### config.mk
export PLATFORM = sky130hd
export DESIGN_NAME = spc_ctrl
export DESIGN_NICKNAME = d
export VERILOG_FILES = /design/src/hw/spc_pkg.sv /design/src/hw/spc_buf_if.sv /design/src/hw/spc_ctrl.sv /design/src/hw/spc_page_buf.sv /design/src/hw/spc_arm_timer.sv
export SDC_FILE = /design/constraint.sdc
export NUM_CORES = 1
export LEC_CHECK = 0
export BUFFER_PORTS_ARGS = -buffer_cell sky130_fd_sc_hd__buf_2
export CAP_MARGIN = 10
export CORE_AREA = 2 2 388 390
export DETAILED_ROUTE_END_ITERATION = 10
export DIE_AREA = 0 0 390 392
export SLEW_MARGIN = 20
export SYNTH_ARGS = -nofsm -noshare
export SYNTH_HDL_FRONTEND = slang
export SYNTH_HIERARCHICAL = 1
export SYNTH_SLANG_ARGS = --single-unit
### constraint.sdc
create_clock -name i_clk -period 3.15 [get_ports i_clk]
set_clock_uncertainty 0.15 [all_clocks]
set_input_delay 0.315 -clock i_clk [delete_from_list [all_inputs] [get_ports i_clk]]
set_output_delay 0.315 -clock i_clk [all_outputs]
set_load 0.05 [all_outputs]
### src/hw/spc_pkg.sv
package spc_pkg;
  localparam logic [7:0] CTRL_ADDR  = 8'h00; // Register address
  localparam int         BIT_EN     = 0;     // Enable bit
  localparam int         BIT_ERS    = 1;     // Page erase arm
  localparam int         BIT_WRT    = 2;     // Page write arm
  localparam int         BIT_FUSE_LOCK_READ_ARM   = 3;     // Fuse/lock read arm
  localparam int         BIT_CLEAR_PAGE_BUFFER   = 4;     // Clear page buffer
  localparam int         BIT_SIG    = 5;     // Signature read arm
  localparam logic [5:0] CTRL_RST   = 6'h00; // Control reset value
  localparam logic [1:0] RSV_READ   = 2'h0;  // Bits 7:6 read value
  localparam logic [2:0] STORE_WIN  = 3'h4;  // Store window, cycles
  localparam logic [2:0] LOAD_WIN   = 3'h3;  // Load window, cycles
  localparam logic [5:0] PAT_SIG    = 6'h21; // Legal write patterns
  localparam logic [5:0] PAT_CLEAR_PAGE_BUFFER   = 6'h11;
  localparam logic [5:0] PAT_FUSE_LOCK_READ_ARM   = 6'h09;
  localparam logic [5:0] PAT_WRT    = 6'h05;
  localparam logic [5:0] PAT_ERS    = 6'h03;
  localparam logic [5:0] PAT_FILL   = 6'h01;
  localparam logic [15:0] ERASED_WD = 16'hffff; // Cleared buffer word

  typedef enum logic {ST_IDLE, ST_BUSY} spc_state_type;

  // Accepts only the six documented control patterns
  function automatic logic legal_pat(input logic [5:0] p);
    legal_pat = (p == PAT_SIG) || (p == PAT_CLEAR_PAGE_BUFFER) || (p == PAT_FUSE_LOCK_READ_ARM) ||
                (p == PAT_WRT) || (p == PAT_ERS) || (p == PAT_FILL);
  endfunction
endpackage

### src/hw/spc_buf_if.sv
`timescale 1ns/10ps
// Page buffer access between controller and its memory
interface spc_buf_if #(parameter int AW = 6);
  logic          wr;    // Word write strobe
  logic [AW-1:0] waddr; // Write word index
  logic [15:0]   wdata; // Write data
  logic          clr;   // Clear whole buffer
  logic [AW-1:0] raddr; // Read word index
  logic [15:0]   rdata; // Registered read data
  modport ctl (output wr, waddr, wdata, clr, raddr, input rdata);
  modport mem (input wr, waddr, wdata, clr, raddr, output rdata);
endinterface

### src/hw/spc_ctrl.sv
`timescale 1ns/10ps
// Self-programming controller: control register, windows, flash ops
module spc_ctrl #(
  parameter int PTR_W = 16, // Address pointer width
  parameter int AW    = 6   // Page buffer word index width
) (
  input  wire logic                  i_clk,        // 50 MHz clock
  input  wire logic                  i_sys_rst,    // Sync reset, high
  input  wire logic                  i_clk_en,     // Freezes state when low
  input  wire logic [7:0]            i_reg_addr,   // Register address
  input  wire logic [7:0]            i_reg_wdata,  // Register write data
  input  wire logic                  i_reg_wr,     // Write strobe
  input  wire logic                  i_reg_rd,     // Read strobe
  output logic      [7:0]            o_reg_rdata,  // Read data, next cycle
  input  wire logic                  i_store_req,  // Store instruction issued
  input  wire logic                  i_load_req,   // Load instruction issued
  input  wire logic [PTR_W-1:0]      i_ptr,        // Address pointer
  input  wire logic [15:0]           i_data_pair,  // Data register pair
  input  wire logic [7:0]            i_sig_byte,   // Signature byte at pointer
  input  wire logic [7:0]            i_fuse_bits,  // Fuse bits
  input  wire logic [7:0]            i_lock_bits,  // Lock bits
  output logic      [7:0]            o_load_data,  // Special load result
  output logic                       o_load_valid, // Special load served
  output logic                       o_cpu_halt,   // Hold CPU
  output logic                       o_flash_ers,  // Start page erase pulse
  output logic                       o_flash_wrt,  // Start page write pulse
  output logic      [PTR_W-AW-2:0]   o_flash_page, // Page being programmed
  input  wire logic                  i_flash_done, // Flash op finished pulse
  input  wire logic [AW-1:0]         i_prog_addr,  // Buffer word the flash reads
  output logic      [15:0]           o_prog_data   // Buffer word, registered
);
  localparam int PG_W = PTR_W - AW - 1; // Page number width

  logic [5:0]                  ctrl_q;    // Control bits 5:0
  spc_pkg::spc_state_type      state_q;   // Idle or programming
  logic [2:0]                  age;       // Cycles since arming
  logic                        wr_hit;    // Write to control register
  logic                        wr_ok;     // Write that takes effect
  logic                        store_open; // Store window open
  logic                        load_open; // Load window open
  logic                        st_arm;    // Store with armed meaning
  logic                        ld_arm;    // Load with armed meaning
  logic                        expired;   // Window ran out
  logic                        is_busy;   // Programming in progress

  spc_buf_if #(.AW(AW)) buf_if ();

  // Page buffer memory
  spc_page_buf #(.AW(AW)) u_buf (
    .i_clk     (i_clk),
    .i_sys_rst (i_sys_rst),
    .i_clk_en  (i_clk_en),
    .bus       (buf_if.mem)
  );

  // Arming window counter
  spc_arm_timer u_timer (
    .i_clk     (i_clk),
    .i_sys_rst (i_sys_rst),
    .i_clk_en  (i_clk_en),
    .i_start   (wr_ok),
    .o_age     (age)
  );

  // Access decode; a busy controller ignores new arming
  always_comb begin
    is_busy    = (state_q == spc_pkg::ST_BUSY);
    wr_hit     = i_reg_wr && (i_reg_addr == spc_pkg::CTRL_ADDR);
    wr_ok      = wr_hit && !is_busy && spc_pkg::legal_pat(i_reg_wdata[5:0]);
    store_open = ctrl_q[spc_pkg::BIT_EN] && (age < spc_pkg::STORE_WIN);
    load_open  = ctrl_q[spc_pkg::BIT_EN] && (age < spc_pkg::LOAD_WIN);
    // Outside its window an instruction keeps its ordinary meaning
    st_arm     = i_store_req && store_open && !is_busy && !wr_hit;
    ld_arm     = i_load_req && load_open && !is_busy && !wr_hit &&
                 (ctrl_q[spc_pkg::BIT_SIG] || ctrl_q[spc_pkg::BIT_FUSE_LOCK_READ_ARM]);
    expired    = ctrl_q[spc_pkg::BIT_EN] && (age >= spc_pkg::STORE_WIN);
  end

  // Control bits: arming, completion and timeout
  always_ff @(posedge i_clk) begin
    if (i_sys_rst) begin
      ctrl_q <= spc_pkg::CTRL_RST;
    end else if (i_clk_en) begin
      if (is_busy) begin
        // Enable and op bit stay up until the flash finishes
        if (i_flash_done) begin
          ctrl_q <= spc_pkg::CTRL_RST;
        end
      end else if (wr_ok) begin
        ctrl_q <= i_reg_wdata[5:0];
      end else if (st_arm) begin
        // Erase and write keep their bits through the operation
        if (!(ctrl_q[spc_pkg::BIT_ERS] || ctrl_q[spc_pkg::BIT_WRT])) begin
          ctrl_q <= spc_pkg::CTRL_RST;
        end
      end else if (ld_arm) begin
        ctrl_q <= spc_pkg::CTRL_RST;
      end else if (expired) begin
        ctrl_q <= spc_pkg::CTRL_RST;
      end
    end
  end

  // Operation state: busy from armed erase/write store to done
  always_ff @(posedge i_clk) begin
    if (i_sys_rst) begin
      state_q <= spc_pkg::ST_IDLE;
    end else if (i_clk_en) begin
      unique case (state_q)
        spc_pkg::ST_IDLE: begin
          if (st_arm && (ctrl_q[spc_pkg::BIT_ERS] || ctrl_q[spc_pkg::BIT_WRT])) begin
            state_q <= spc_pkg::ST_BUSY;
          end
        end
        spc_pkg::ST_BUSY: begin
          if (i_flash_done) begin
            state_q <= spc_pkg::ST_IDLE;
          end
        end
      endcase
    end
  end

  // CPU halt mirrors the busy state, registered for a clean output
  always_ff @(posedge i_clk) begin
    if (i_sys_rst) begin
      o_cpu_halt <= 1'b0;
    end else if (i_clk_en) begin
      if (st_arm && (ctrl_q[spc_pkg::BIT_ERS] || ctrl_q[spc_pkg::BIT_WRT])) begin
        o_cpu_halt <= 1'b1;
      end else if (is_busy && i_flash_done) begin
        o_cpu_halt <= 1'b0;
      end
    end
  end

  // Flash start pulses; the data pair plays no part here
  always_ff @(posedge i_clk) begin
    if (i_sys_rst) begin
      o_flash_ers <= 1'b0;
      o_flash_wrt <= 1'b0;
    end else if (i_clk_en) begin
      o_flash_ers <= st_arm && ctrl_q[spc_pkg::BIT_ERS];
      o_flash_wrt <= st_arm && ctrl_q[spc_pkg::BIT_WRT];
    end
  end

  // Page number from the pointer's upper bits, caught at the store
  always_ff @(posedge i_clk) begin
    if (i_sys_rst) begin
      o_flash_page <= '0;
    end else if (i_clk_en) begin
      if (st_arm && (ctrl_q[spc_pkg::BIT_ERS] || ctrl_q[spc_pkg::BIT_WRT])) begin
        o_flash_page <= i_ptr[PTR_W-1:AW+1];
      end
    end
  end

  // Buffer fill with plain enable; byte bit of the pointer unused
  always_comb begin
    buf_if.wr    = st_arm && (ctrl_q == spc_pkg::PAT_FILL);
    buf_if.waddr = i_ptr[AW:1];
    buf_if.wdata = i_data_pair;
    // Clear takes effect on the arming write itself
    buf_if.clr   = wr_ok && i_reg_wdata[spc_pkg::BIT_CLEAR_PAGE_BUFFER];
    buf_if.raddr = i_prog_addr;
    o_prog_data  = buf_if.rdata;
  end

  // Special loads: signature byte, or fuse/lock by pointer bit zero
  always_ff @(posedge i_clk) begin
    if (i_sys_rst) begin
      o_load_data  <= 8'h00;
      o_load_valid <= 1'b0;
    end else if (i_clk_en) begin
      o_load_valid <= ld_arm;
      if (ld_arm && ctrl_q[spc_pkg::BIT_SIG]) begin
        o_load_data <= i_sig_byte;
      end else if (ld_arm) begin
        o_load_data <= i_ptr[0] ? i_lock_bits : i_fuse_bits;
      end
    end
  end

  // Read port; top two bits are constant zero and hold no state
  always_ff @(posedge i_clk) begin
    if (i_sys_rst) begin
      o_reg_rdata <= 8'h00;
    end else if (i_clk_en) begin
      if (i_reg_rd && (i_reg_addr == spc_pkg::CTRL_ADDR)) begin
        o_reg_rdata <= {spc_pkg::RSV_READ, ctrl_q};
      end else begin
        o_reg_rdata <= 8'h00;
      end
    end
  end
endmodule

### src/hw/spc_page_buf.sv
`timescale 1ns/10ps
// Temporary page buffer; a clear marks all words erased at once
module spc_page_buf #(
  parameter int AW = 6 // Word index width
) (
  input wire logic i_clk,     // Clock
  input wire logic i_sys_rst, // Sync reset
  input wire logic i_clk_en,  // Clock enable
  spc_buf_if.mem   bus        // Buffer port
);
  localparam int N = 1 << AW; // Words in a page

  logic [15:0]  mem_q [N];   // Word storage, no reset needed
  logic [N-1:0] valid_q;     // Word written since last clear

  // Storage; valid bits avoid a many-cycle clear sweep
  always_ff @(posedge i_clk) begin
    if (i_clk_en && bus.wr) begin
      mem_q[bus.waddr] <= bus.wdata;
    end
  end

  // Valid tracking; clear wins over a same-cycle write
  always_ff @(posedge i_clk) begin
    if (i_sys_rst) begin
      valid_q <= '0;
    end else if (i_clk_en) begin
      if (bus.clr) begin
        valid_q <= '0;
      end else if (bus.wr) begin
        valid_q[bus.waddr] <= 1'b1;
      end
    end
  end

  // Registered read; unwritten words read as erased flash
  always_ff @(posedge i_clk) begin
    if (i_sys_rst) begin
      bus.rdata <= spc_pkg::ERASED_WD;
    end else if (i_clk_en) begin
      bus.rdata <= valid_q[bus.raddr] ? mem_q[bus.raddr] : spc_pkg::ERASED_WD;
    end
  end
endmodule

### src/hw/spc_arm_timer.sv
`timescale 1ns/10ps
// Counts cycles since the last arming write, saturating
module spc_arm_timer (
  input  wire logic       i_clk,     // Clock
  input  wire logic       i_sys_rst, // Sync reset
  input  wire logic       i_clk_en,  // Clock enable
  input  wire logic       i_start,   // Arming write accepted
  output logic      [2:0] o_age      // Cycles since arming
);
  // Idle at the limit so nothing looks armed after reset
  always_ff @(posedge i_clk) begin
    if (i_sys_rst) begin
      o_age <= spc_pkg::STORE_WIN;
    end else if (i_clk_en) begin
      if (i_start) begin
        o_age <= 3'h0;
      end else if (o_age < spc_pkg::STORE_WIN) begin
        o_age <= o_age + 3'h1;
      end
    end
  end
endmodule

* After elaboration in Yosys (flattened, before gate mapping)
Memory sizes are Yosys's and may differ from the RTL's.
Index checks and enable logic that the tools add are counted.
** Word-level totals
- Flip-flop bits (word level) :: 119
- RAM bits :: 1024
- Bits of input ports :: 86
- Output and inout port bits :: 45
- Logic and storage cells :: 102
- Memories :: 1
** Operators by class
- $add $sub $neg :: 1
- $lt $le $gt $ge :: 6
- Equal/unequal tests :: 9
- Multiplexer cells :: 27
- Bitwise gates (word level) :: 2
- Reductions and logical operators :: 44
** Memory list
- u_buf.mem_q :: words 64, width 16, rd ports 1, clocked after memory_dff 0, wr ports 1, RTL line spc_page_buf.sv:13 : logic [15:0] mem_q [N];
** Operator list (number)
- $mux 64 :: 2
- $or 64x64->64 :: 1
- $mux 6 :: 8
- $mux 8 :: 3
- $logic_and 1x1->1 :: 23
- $mux 16 :: 1
- $lt 6x7->1 const B :: 2
- $eq 6x1->1 const B :: 2
- $reduce_and 2->1 :: 5
- $logic_not 8->1 :: 1
- $mux 1 :: 8
- $reduce_bool 2->1 :: 4
- $logic_or 1x1->1 :: 7
- $bmux 1 s6 :: 1
- $demux 1 s6 :: 1
- $eq 6x2->1 const B :: 1
- $eq 6x3->1 const B :: 1
- $eq 6x4->1 const B :: 1
- $eq 6x5->1 const B :: 1
- $eq 6x6->1 const B :: 1
- $ge 6x1->1 const B :: 1
- $mux 3 :: 2
- $reduce_bool 5->1 :: 1
- $ne 4x4->1 const B :: 1
- other kinds (9) :: 10

* Depth between registers and ports, before layout
Gate-level depths: netlist (run 1).
- Word-level depth :: 10
- Gate-level depth with buffers :: 12
- Depth with buffers taken out :: 8

* Hierarchy
Netlist (run 1), hierarchy kept.
** By module, submodules not included
- spc_page_buf :: instances 1, cells an instance 2075, area each 42504.5 µm², sequential area each 32351.0 µm²
- spc_ctrl :: instances 1, cells an instance 176, area each 1669.1 µm², sequential area each 680.7 µm²
- spc_arm_timer :: instances 1, cells an instance 16, area each 135.1 µm², sequential area each 60.1 µm²

* Least setup slack after synthesis (run 1)
No wires, ideal clock.
- Kind :: input-to-reg
- Start :: input i_ptr[1]
- End :: memory u_buf.mem_q[57][0] (enable)
- Library setup time :: 0.389 ns
- Data arrival time :: 2.170 ns
- Required time :: 2.611 ns
- Path slack :: 0.442 ns
- Cell stages on the path :: 4
- Buffers on the path :: 1
- Cells stage by stage :: clkbuf_1 nor3b_1 nand2_1 nor2_1
** RTL lines
- start: declaration :: RTL line spc_ctrl.sv:17 : input wire logic [PTR_W-1:0] i_ptr,
- end: declaration :: RTL line spc_page_buf.sv:13
Straight into the memory's write port.

* Final worst setup path (run 1)
- Start :: input i_reg_addr[3]
- End :: register ctrl_q[0]
** Between the ends
- Word-level cells in the longest chain between the ends :: 9
- Elaborated cells between the ends (all ways) :: 15
- Classes of those cells :: 1 x eq/ne; 4 x mux; 10 x reduce/logical
** Ends and longest elaborated chain
- start: declaration :: RTL line spc_ctrl.sv:10 : input wire logic [7:0] i_reg_addr,
- $logic_not 8->1 (*) :: RTL line spc_ctrl.sv:68 : wr_hit = i_reg_wr && (i_reg_addr == spc_pkg::CTRL_ADDR);
- $logic_and 1x1->1 (*) :: RTL line spc_ctrl.sv:68
- $logic_not 1->1 :: RTL line spc_ctrl.sv:73, spc_ctrl.sv:74
- $logic_and 1x1->1 (2 in a row) :: RTL line spc_ctrl.sv:74 : ld_arm = i_load_req && load_open && !is_busy && !wr_hit &&
- $mux 6 :: RTL line spc_ctrl.sv:96 : end else if (ld_arm) begin
- $mux 6 :: RTL line spc_ctrl.sv:91 : end else if (st_arm) begin
- $mux 6 :: RTL line spc_ctrl.sv:89 : end else if (wr_ok) begin
- $mux 6 :: RTL line spc_ctrl.sv:84 : if (is_busy) begin
- end signal: assignment :: RTL line spc_ctrl.sv:87 : ctrl_q <= spc_pkg::CTRL_RST;
- end signal: assignment :: RTL line spc_ctrl.sv:90 : ctrl_q <= i_reg_wdata[5:0];
- end signal: assignment :: RTL line spc_ctrl.sv:97 : ctrl_q <= spc_pkg::CTRL_RST;
- end: declaration :: RTL line spc_ctrl.sv:34 : logic [5:0] ctrl_q;
Every way passes the cells marked *; elsewhere a longest branch is shown, timed or not.
A chain may end at the register's enable or synchronous reset.

==> results of run 1 <==
synthesized netlist by cell type, drive strengths merged (5+ instances only):
cell type     n
nor3          7
nor2        195
nor4         10
o2bb2ai       8
mux2         26
a22oi        38
a221o         5
a221oi       12
clkbuf       47
and2         13
nand2        45
buf          79
nand2b        6
a211oi        7
edfxtp     1024
dfxtp       117
nand3        24
nor3b         9
mux4        262
a311oi        5
nor2b        19
o21ai        22
a21oi       117
a31oi        14
o22ai        23
inv           5
mux2i        84
metal layers:
| layer | global-route usage [%] | up-vias | wire (um) |
|---|---|---|---|
| met3 | 3.07 | 169 | 7840 |
| met1 | 18.5 | 11991 | 45300 |
| li1 | - | 10053 | - |
| met5 | 0 | - | 46 |
| met4 | 4.61 | 8 | 2840 |
| met2 | 23.2 | 750 | 53500 |
path summary, 6_finish.rpt:
path / depth (start not counted) / endpoint
worst min-delay path: 1 / u_buf/mem_q[23][2]
worst max register to register: 9 / u_buf/mem_q[12][12]
worst max-delay path: 9 / ctrl_q[0]
worst min register to register: 1 / o_load_data[0]
state kept, by name, indices dropped and copies added, names as in the netlist, 3 cells and up:
signal,cells
u_timer/o_age,3
u_buf/valid_q,64
ctrl_q,6
o_reg_rdata,6
o_flash_page,9
u_buf/mem_q,1024
u_buf/bus.rdata,16
o_load_data,8
logic make-up after synthesis:
family          Yosys count
buf+inv                 133
simple gates            350
fa+ha+maj                 2
mux                     372
other cells               1
flops                  1141
compound gates          268
critical path: stages:
cell                            delay [ps]
sky130_fd_sc_hd__dlygate4sd3_1         550
sky130_fd_sc_hd__buf_2                 140
sky130_fd_sc_hd__nor4_4                320
sky130_fd_sc_hd__dlygate4sd3_1         600
sky130_fd_sc_hd__nand4_1               100
sky130_fd_sc_hd__dlygate4sd3_1         600
sky130_fd_sc_hd__a31o_1                210
sky130_fd_sc_hd__dlygate4sd3_1         560
sky130_fd_sc_hd__a21oi_1               140
final cells by class:
type	instances	area [um2]	area share (%)
sequential	1141	33100	62.2
timing repair buffer	391	3280	6.18
clock inverter	64	738	1.39
clock buffer	151	3110	5.86
multi-input combinational	994	10500	19.7
inverter	6	22.5	0.0424
antenna	5	12.5	0.0235
tap	1944	2430	4.58
power by group through the flow:
stage | sequential (uW) | combinational, uW | clock [uW]
floorplan | 16800 | 824 | 0
global placement | 16800 | 1620 | 0
detailed placement | 16800 | 1640 | 0
CTS | 16500 | 1690 | 14100
global route | 16500 | 1780 | 14700
finish | 16500 | 1680 | 13900
cells in the final DEF, fill, tap and decap left out, drive strengths merged, types with 42 or more instances in the layout:
cell type,count
edfxtp,1024
buf,333
nor2,195
dfxtp,117
dlygate4sd3,58
mux2i,84
a21oi,117
clkinv,42
nand2,45
clkbuf,151
mux4,262
per-stage QoR:
step                      utilization [%]  instances
after floorplan                         -       2268
after global placement               32.7       4417
after detailed placement             32.7       4418
after CTS                            35.7       4691
after global routing                 35.7       4695
final                                35.7       4696
==> load_flow_metrics.sql, run 1 <==
INSERT INTO impl_metrics (metric_group, metric, value, unit) VALUES
('die', 'core-area', '0.149', 'mm2'),
('power', 'vdd_drop_max', '0.450', 'mV'),
('worst_setup_path', 'crit_path_max_fanout', '4', ''),
('detailed_routing', 'antenna_violating_nets_post_route', '0', ''),
('die', 'die_width', '390', 'um'),
('die', 'initial_utilization', '29.8', '%'),
('worst_setup_path', 'worst-endpoint-required', '3610', 'ps'),
('timing', 'fin_ws', '77.7', 'ps'),
('worst_hold_path', 'hold_path_startpoint', 'i_data_pair[2]', ''),
('worst_setup_path', 'setup.reg_to_reg.worst_slack', '230', 'ps'),
('grt', 'globalRouteTotalUtil', '14.1', '%'),
('grt', 'grt_start_max_net_pins', '65', ''),
('yosys', 'syn_inst', '2267', ''),
('worst_setup_path', 'worst-setup-path-type', 'in2reg', ''),
('power', 'cellPowerDensity', '602', 'mW/mm2'),
('yosys', 'yosysTopAreaCell', 'sky130_fd_sc_hd__edfxtp_1', ''),
('detailed_routing', 'drc', '0', ''),
('timing', 'setup_viol', '0', ''),
('power', 'p_comb_share', '5.2', '%'),
('cells_and_area', 'layout-area-overhead-vs-synth', '20.0', '%'),
('grt', 'grt_pass1_wl', '159000', 'um'),
('power', 'static_leakage', '0.0173', 'uW'),
('timing', 'setup_tns', '0', 'ps'),
('timing', 'max_freq', '325', 'MHz'),
('place', 'placedInstanceArea', '0.0487', 'mm2'),
('die', 'die_height', '392', 'um'),
('clock_network', 'clkLatencyLatePin', '670', 'ps'),
('detailed_routing', 'drt_first_iter_violations', '2250', ''),
('worst_setup_path', 'worstSetupEndpointType', 'register', ''),
('die', 'row_count', '142', ''),
('timing', 'grt_setup_unrepaired', 'false', ''),
('timing', 'min_period_over_period', '97.5', '%'),
('worst_setup_path', 'critical_path_launch_point', 'i_reg_addr[3]', ''),
('yosys', 'postSynth.topFlopCell', 'sky130_fd_sc_hd__edfxtp_1', ''),
('grt', 'initial_antenna_violation_count', '12', ''),
('clock_network', 'cts_max_path_buffers', '3', ''),
('run_status', 'status', 'finished clean', ''),
('detailed_routing', 'dr.pass1.iters', '7', ''),
('detailed_routing', 'vias', '22971', ''),
('yosys', 'synth.distinct_cells', '72', ''),
('grt', 'grt_pass1_vias', '23377', ''),
('power', 'power_report.internal_total', '25300', 'uW'),
('place', 'place.port_buffers', '126', ''),
('timing', 'tightestPinTransition', '1050', 'ps'),
('detailed_routing', 'post_drt_wl_per_cell', '23.3', 'um'),
('yosys', 'ys_async_sr_fraction', '0', '%'),
('place', 'globalplace.congestion', '0.811', ''),
('flow_run', 'maxCapViolCount', '0', ''),
('detailed_routing', 'route.final.wire_length', '110000', 'um'),
('grt', 'remaining_overflow_grt', '0', ''),
('die', 'fp.dieArea', '0.153', 'mm2'),
('cells_and_area', 'num-fill-cells', '13772', ''),
('clock_network', 'post-cts-setup-buffer-count', '0', ''),
('yosys', 'postSynthAreaPerCell', '19.5', 'um2'),
('timing', 'slew-limit-headroom', '30.1', '%'),
('yosys', 'synth_area_in_xor_xnor', '0', '%'),
('cells_and_area', 'finished_cell_area', '0.0532', 'mm2'),
('yosys', 'post_synth_edffs', '1024', ''),
('power', 'power.share.switching', '20.9', '%'),
('clock_network', 'clock_sinks', '1141', ''),
('worst_setup_path', 'worst_r2r_startpoint', 'ctrl_q[0]', ''),
('cells_and_area', 'nNetsFinal', '2735', ''),
('yosys', 'mappedNetlistArea', '0.0443', 'mm2'),
('clock_network', 'clk_root_buffer_cell', 'sky130_fd_sc_hd__clkbuf_16', ''),
('worst_setup_path', 'arrival', '3530', 'ps'),
('power', 'power', '32000', 'uW'),
('yosys', 'synth_fa_ha_area_share', '0.0508', '%'),
('yosys', 'ys_warnings', '6', ''),
('worst_setup_path', 'crit_path_start_kind', 'primary input', ''),
('yosys', 'mux_cell_area_share_after_synthesis', '15.9', '%'),
('clock_network', 'cts_max_level', '3', '');
Power figures use the tool's default switching activity.
==> run 2: changes to the inputs <==
==> constraint.sdc (replaced) <==
create_clock -name i_clk -period 2.9 [get_ports i_clk]
set_clock_uncertainty 0.15 [all_clocks]
set_input_delay 0.29 -clock i_clk [delete_from_list [all_inputs] [get_ports i_clk]]
set_output_delay 0.29 -clock i_clk [all_outputs]
set_load 0.05 [all_outputs]
==> run 2 against run 1 <==
Combinational power grew 9.5%. Clock-buffer cell count up 12. Critical path depth shrank 3. Hold slack lost 14 ps. Setup slack improved by 110 ps. Sequential cell count did not move. Die area stayed put. Register-to-register slack worse by 50 ps. Sequential share of layout area down 0.61 points. First-iteration DRC count fell by 6.7%. Non-clock buffer count grew 25. Critical endpoint is now u_buf/mem_q[20][2]. Largest cell class unchanged. Largest power group unchanged.
==> load_flow_metrics.sql, run 2 (same netlist as run 1, synthesis figures left out) <==
INSERT INTO impl_metrics (metric_group, metric, value, unit) VALUES
('timing', 'min_period_over_period', '93.6', '%'),
('die', 'die_height', '392', 'um'),
('power', 'power', '34200', 'uW'),
('timing', 'setup_viol', '0', ''),
('cells_and_area', 'registers_with_the_most_flip_flops', 'u_buf/mem_q x1024, u_buf/valid_q x64, u_buf/bus.rdata x16', ''),
('grt', 'grt_pass1_vias', '23388', ''),
('worst_setup_path', 'worst-setup-path-type', 'reg2reg', ''),
('detailed_routing', 'route.final.wire_length', '110000', 'um'),
('timing', 'timing_hold_violations_final', '0', ''),
('clock_network', 'cts_tree', 'done', ''),
('grt', 'initial_antenna_violation_count', '10', ''),
('grt', 'globalRouteTotalUtil', '14.1', '%'),
('die', 'fp.dieArea', '0.153', 'mm2'),
('clock_network', 'count_of_instances_resized_after_the_clock_tree_is_built', '0', ''),
('clock_network', 'cts_made_buffers', '115', ''),
('flow_run', 'maxCapViolCount', '0', ''),
('clock_network', 'clkLatencyLatePin', '670', 'ps'),
('worst_setup_path', 'crit_path_start_kind', 'register', ''),
('detailed_routing', 'antenna_violating_nets_post_route', '0', ''),
('die', 'die_width', '390', 'um'),
('run_status', 'status', 'finished clean', ''),
('timing', 'slew-limit-headroom', '27.2', '%'),
('timing', 'hold_ws', '31.3', 'ps'),
('clock_network', 'clock_sinks', '1141', ''),
('clock_network', 'clkSlewWorstSetupHoldPaths', '60', 'ps'),
('detailed_routing', 'dr.pass1.iters', '6', ''),
('worst_setup_path', 'worstSetupEndpointType', 'register', ''),
('place', 'place.port_buffers', '126', ''),
('grt', 'grt_pass1_wl', '159000', 'um'),
('power', 'vdd_drop_max', '0.514', 'mV'),
('detailed_routing', 'post_drt_wl_per_cell', '23.4', 'um'),
('cells_and_area', 'largest_register_ffs', '1024', ''),
('cells_and_area', 'layout.cells.most_common', 'sky130_fd_sc_hd__edfxtp_1', ''),
('detailed_routing', 'drc', '0', ''),
('cells_and_area', 'final_cell_mix', '1024 x sky130_fd_sc_hd__edfxtp_1, 255 x sky130_fd_sc_hd__mux4_2, 189 x sky130_fd_sc_hd__nor2_1, 155 x sky130_fd_sc_hd__buf_4, 122 x sky130_fd_sc_hd__buf_2', ''),
('timing', 'max_freq', '368', 'MHz'),
('worst_setup_path', 'crit_path_max_fanout', '16', ''),
('power', 'cellPowerDensity', '637', 'mW/mm2'),
('worst_setup_path', 'arrival', '2880', 'ps'),
('cells_and_area', 'stdcell_count', '4712', ''),
('place', 'numPlacedInstances', '4443', ''),
('worst_setup_path', 'cpMaxStageDelayCell', 'sky130_fd_sc_hd__nor2_2', ''),
('cells_and_area', 'layout-area-overhead-vs-synth', '21.2', '%'),
('power', 'static_leakage', '0.0174', 'uW'),
('die', 'io_pins', '131', ''),
('timing', 'final-max-slew-violation-count', '0', ''),
('worst_setup_path', 'critical_path.max_stage_delay', '860', 'ps'),
('timing', 'tightestPinTransition', '1090', 'ps'),
('worst_hold_path', 'min_path_type', 'in2reg', ''),
('worst_setup_path', 'timing.critical_path.cells', 'nor2_1, and4_1, and3_1, and2_1, nand2_1, nor2_2', ''),
('grt', 'grt_start_max_net_pins', '65', ''),
('place', 'globalplace.congestion', '0.783', ''),
('clock_network', 'clk_root_buffer_cell', 'sky130_fd_sc_hd__clkbuf_16', ''),
('cells_and_area', 'nNetsFinal', '2761', ''),
('timing', 'grt_setup_unrepaired', 'false', ''),
('die', 'row_count', '142', ''),
('timing', 'setup_tns', '0', 'ps'),
('die', 'initial_utilization', '29.8', '%'),
('detailed_routing', 'post_drt_via_cell_ratio', '4.93', ''),
('clock_network', 'cts_max_path_buffers', '3', ''),
('die', 'core-area', '0.149', 'mm2'),
('detailed_routing', 'drt_first_iter_violations', '2100', ''),
('worst_setup_path', 'worst-endpoint-required', '3070', 'ps'),
('detailed_routing', 'vias', '23214', ''),
('timing', 'timing.final.crit_period', '2720', 'ps'),
('clock_network', 'cts_max_level', '3', ''),
('cells_and_area', 'top_register', 'u_buf/mem_q', ''),
('grt', 'remaining_overflow_grt', '0', ''),
('place', 'dp.final_hpwl', '69300', 'um'),
('cells_and_area', 'layout-drive-gt1-share', '29.9', '%');
==> run 2: changes by cell type in the layout (fill, tap and decap cells not counted), sizes merged <==
cell,change
clkinv,-9
buf,+25
bufinv,-9
diode,-2
clkbuf,+12
inv,-1
==> run 2: per-layer routing <==
metal  vias up  share of wire, %  GRT usage [%]
li1      10103                 -              -
met1     12274                42           18.7
met2       673                49           23.4
met3       156               6.6           2.75
met4         8               2.5           4.61
met5         -             0.040              0
==> run 2: final timing paths <==
path	startpoint	to	slack (ps)	cells after the start
hold / removal	i_data_pair[1]	u_buf/mem_q[33][1]	30	1
setup / recovery	is_busy	u_buf/mem_q[20][2]	180	6
hold reg to reg	o_load_data[5]	o_load_data[5]	310	1
setup reg to reg	is_busy	u_buf/mem_q[20][2]	180	6
==> run 2: final cells by class <==
cell class	instances	area (um2)
repair buffers	416	3960
flip-flops and latches	1141	33100
diodes	3	7.51
clock buffers	163	3250
multi-input cells	994	10500
fillers	13749	95200
inverters	6	22.5
clock inverters	45	454
well taps	1944	2430
==> run 2: report_power, final <==
| group | internal (uW) | leakage (uW) | switching (uW) |
|---|---|---|---|
| Sequential | 17900 | 0.0101 | 12.8 |
| Clock | 8330 | 0.00181 | 6140 |
| Combinational | 730 | 0.00547 | 1110 |
| Total | 27000 | 0.0174 | 7260 |
==> run 2: per-stage QoR <==
step	worst slack [ps]	util (%)	area, um2
after floorplan	217	-	44300
after global placement	47.2	33.2	49400
after detailed placement	21.9	33.2	49400
after CTS	138	36.1	53700
after global routing	31.2	36.1	53700
final	184	36.1	53700
==> run 2: worst max-delay path, delay by kind of cell, from the launching register on <==
| family | cells | cell delay (ps) |
|---|---|---|
| flip-flops | 1 | 310 |
| AND/OR/NAND/NOR | 6 | 1900 |
==> run 2: what timing repair did <==
| action | in CTS | in global routing |
|---|---|---|
| buffers inserted | 0 | 0 |
| hold buffers | 58 | 0 |
| endpoints found under the hold margin | 198 | 0 |
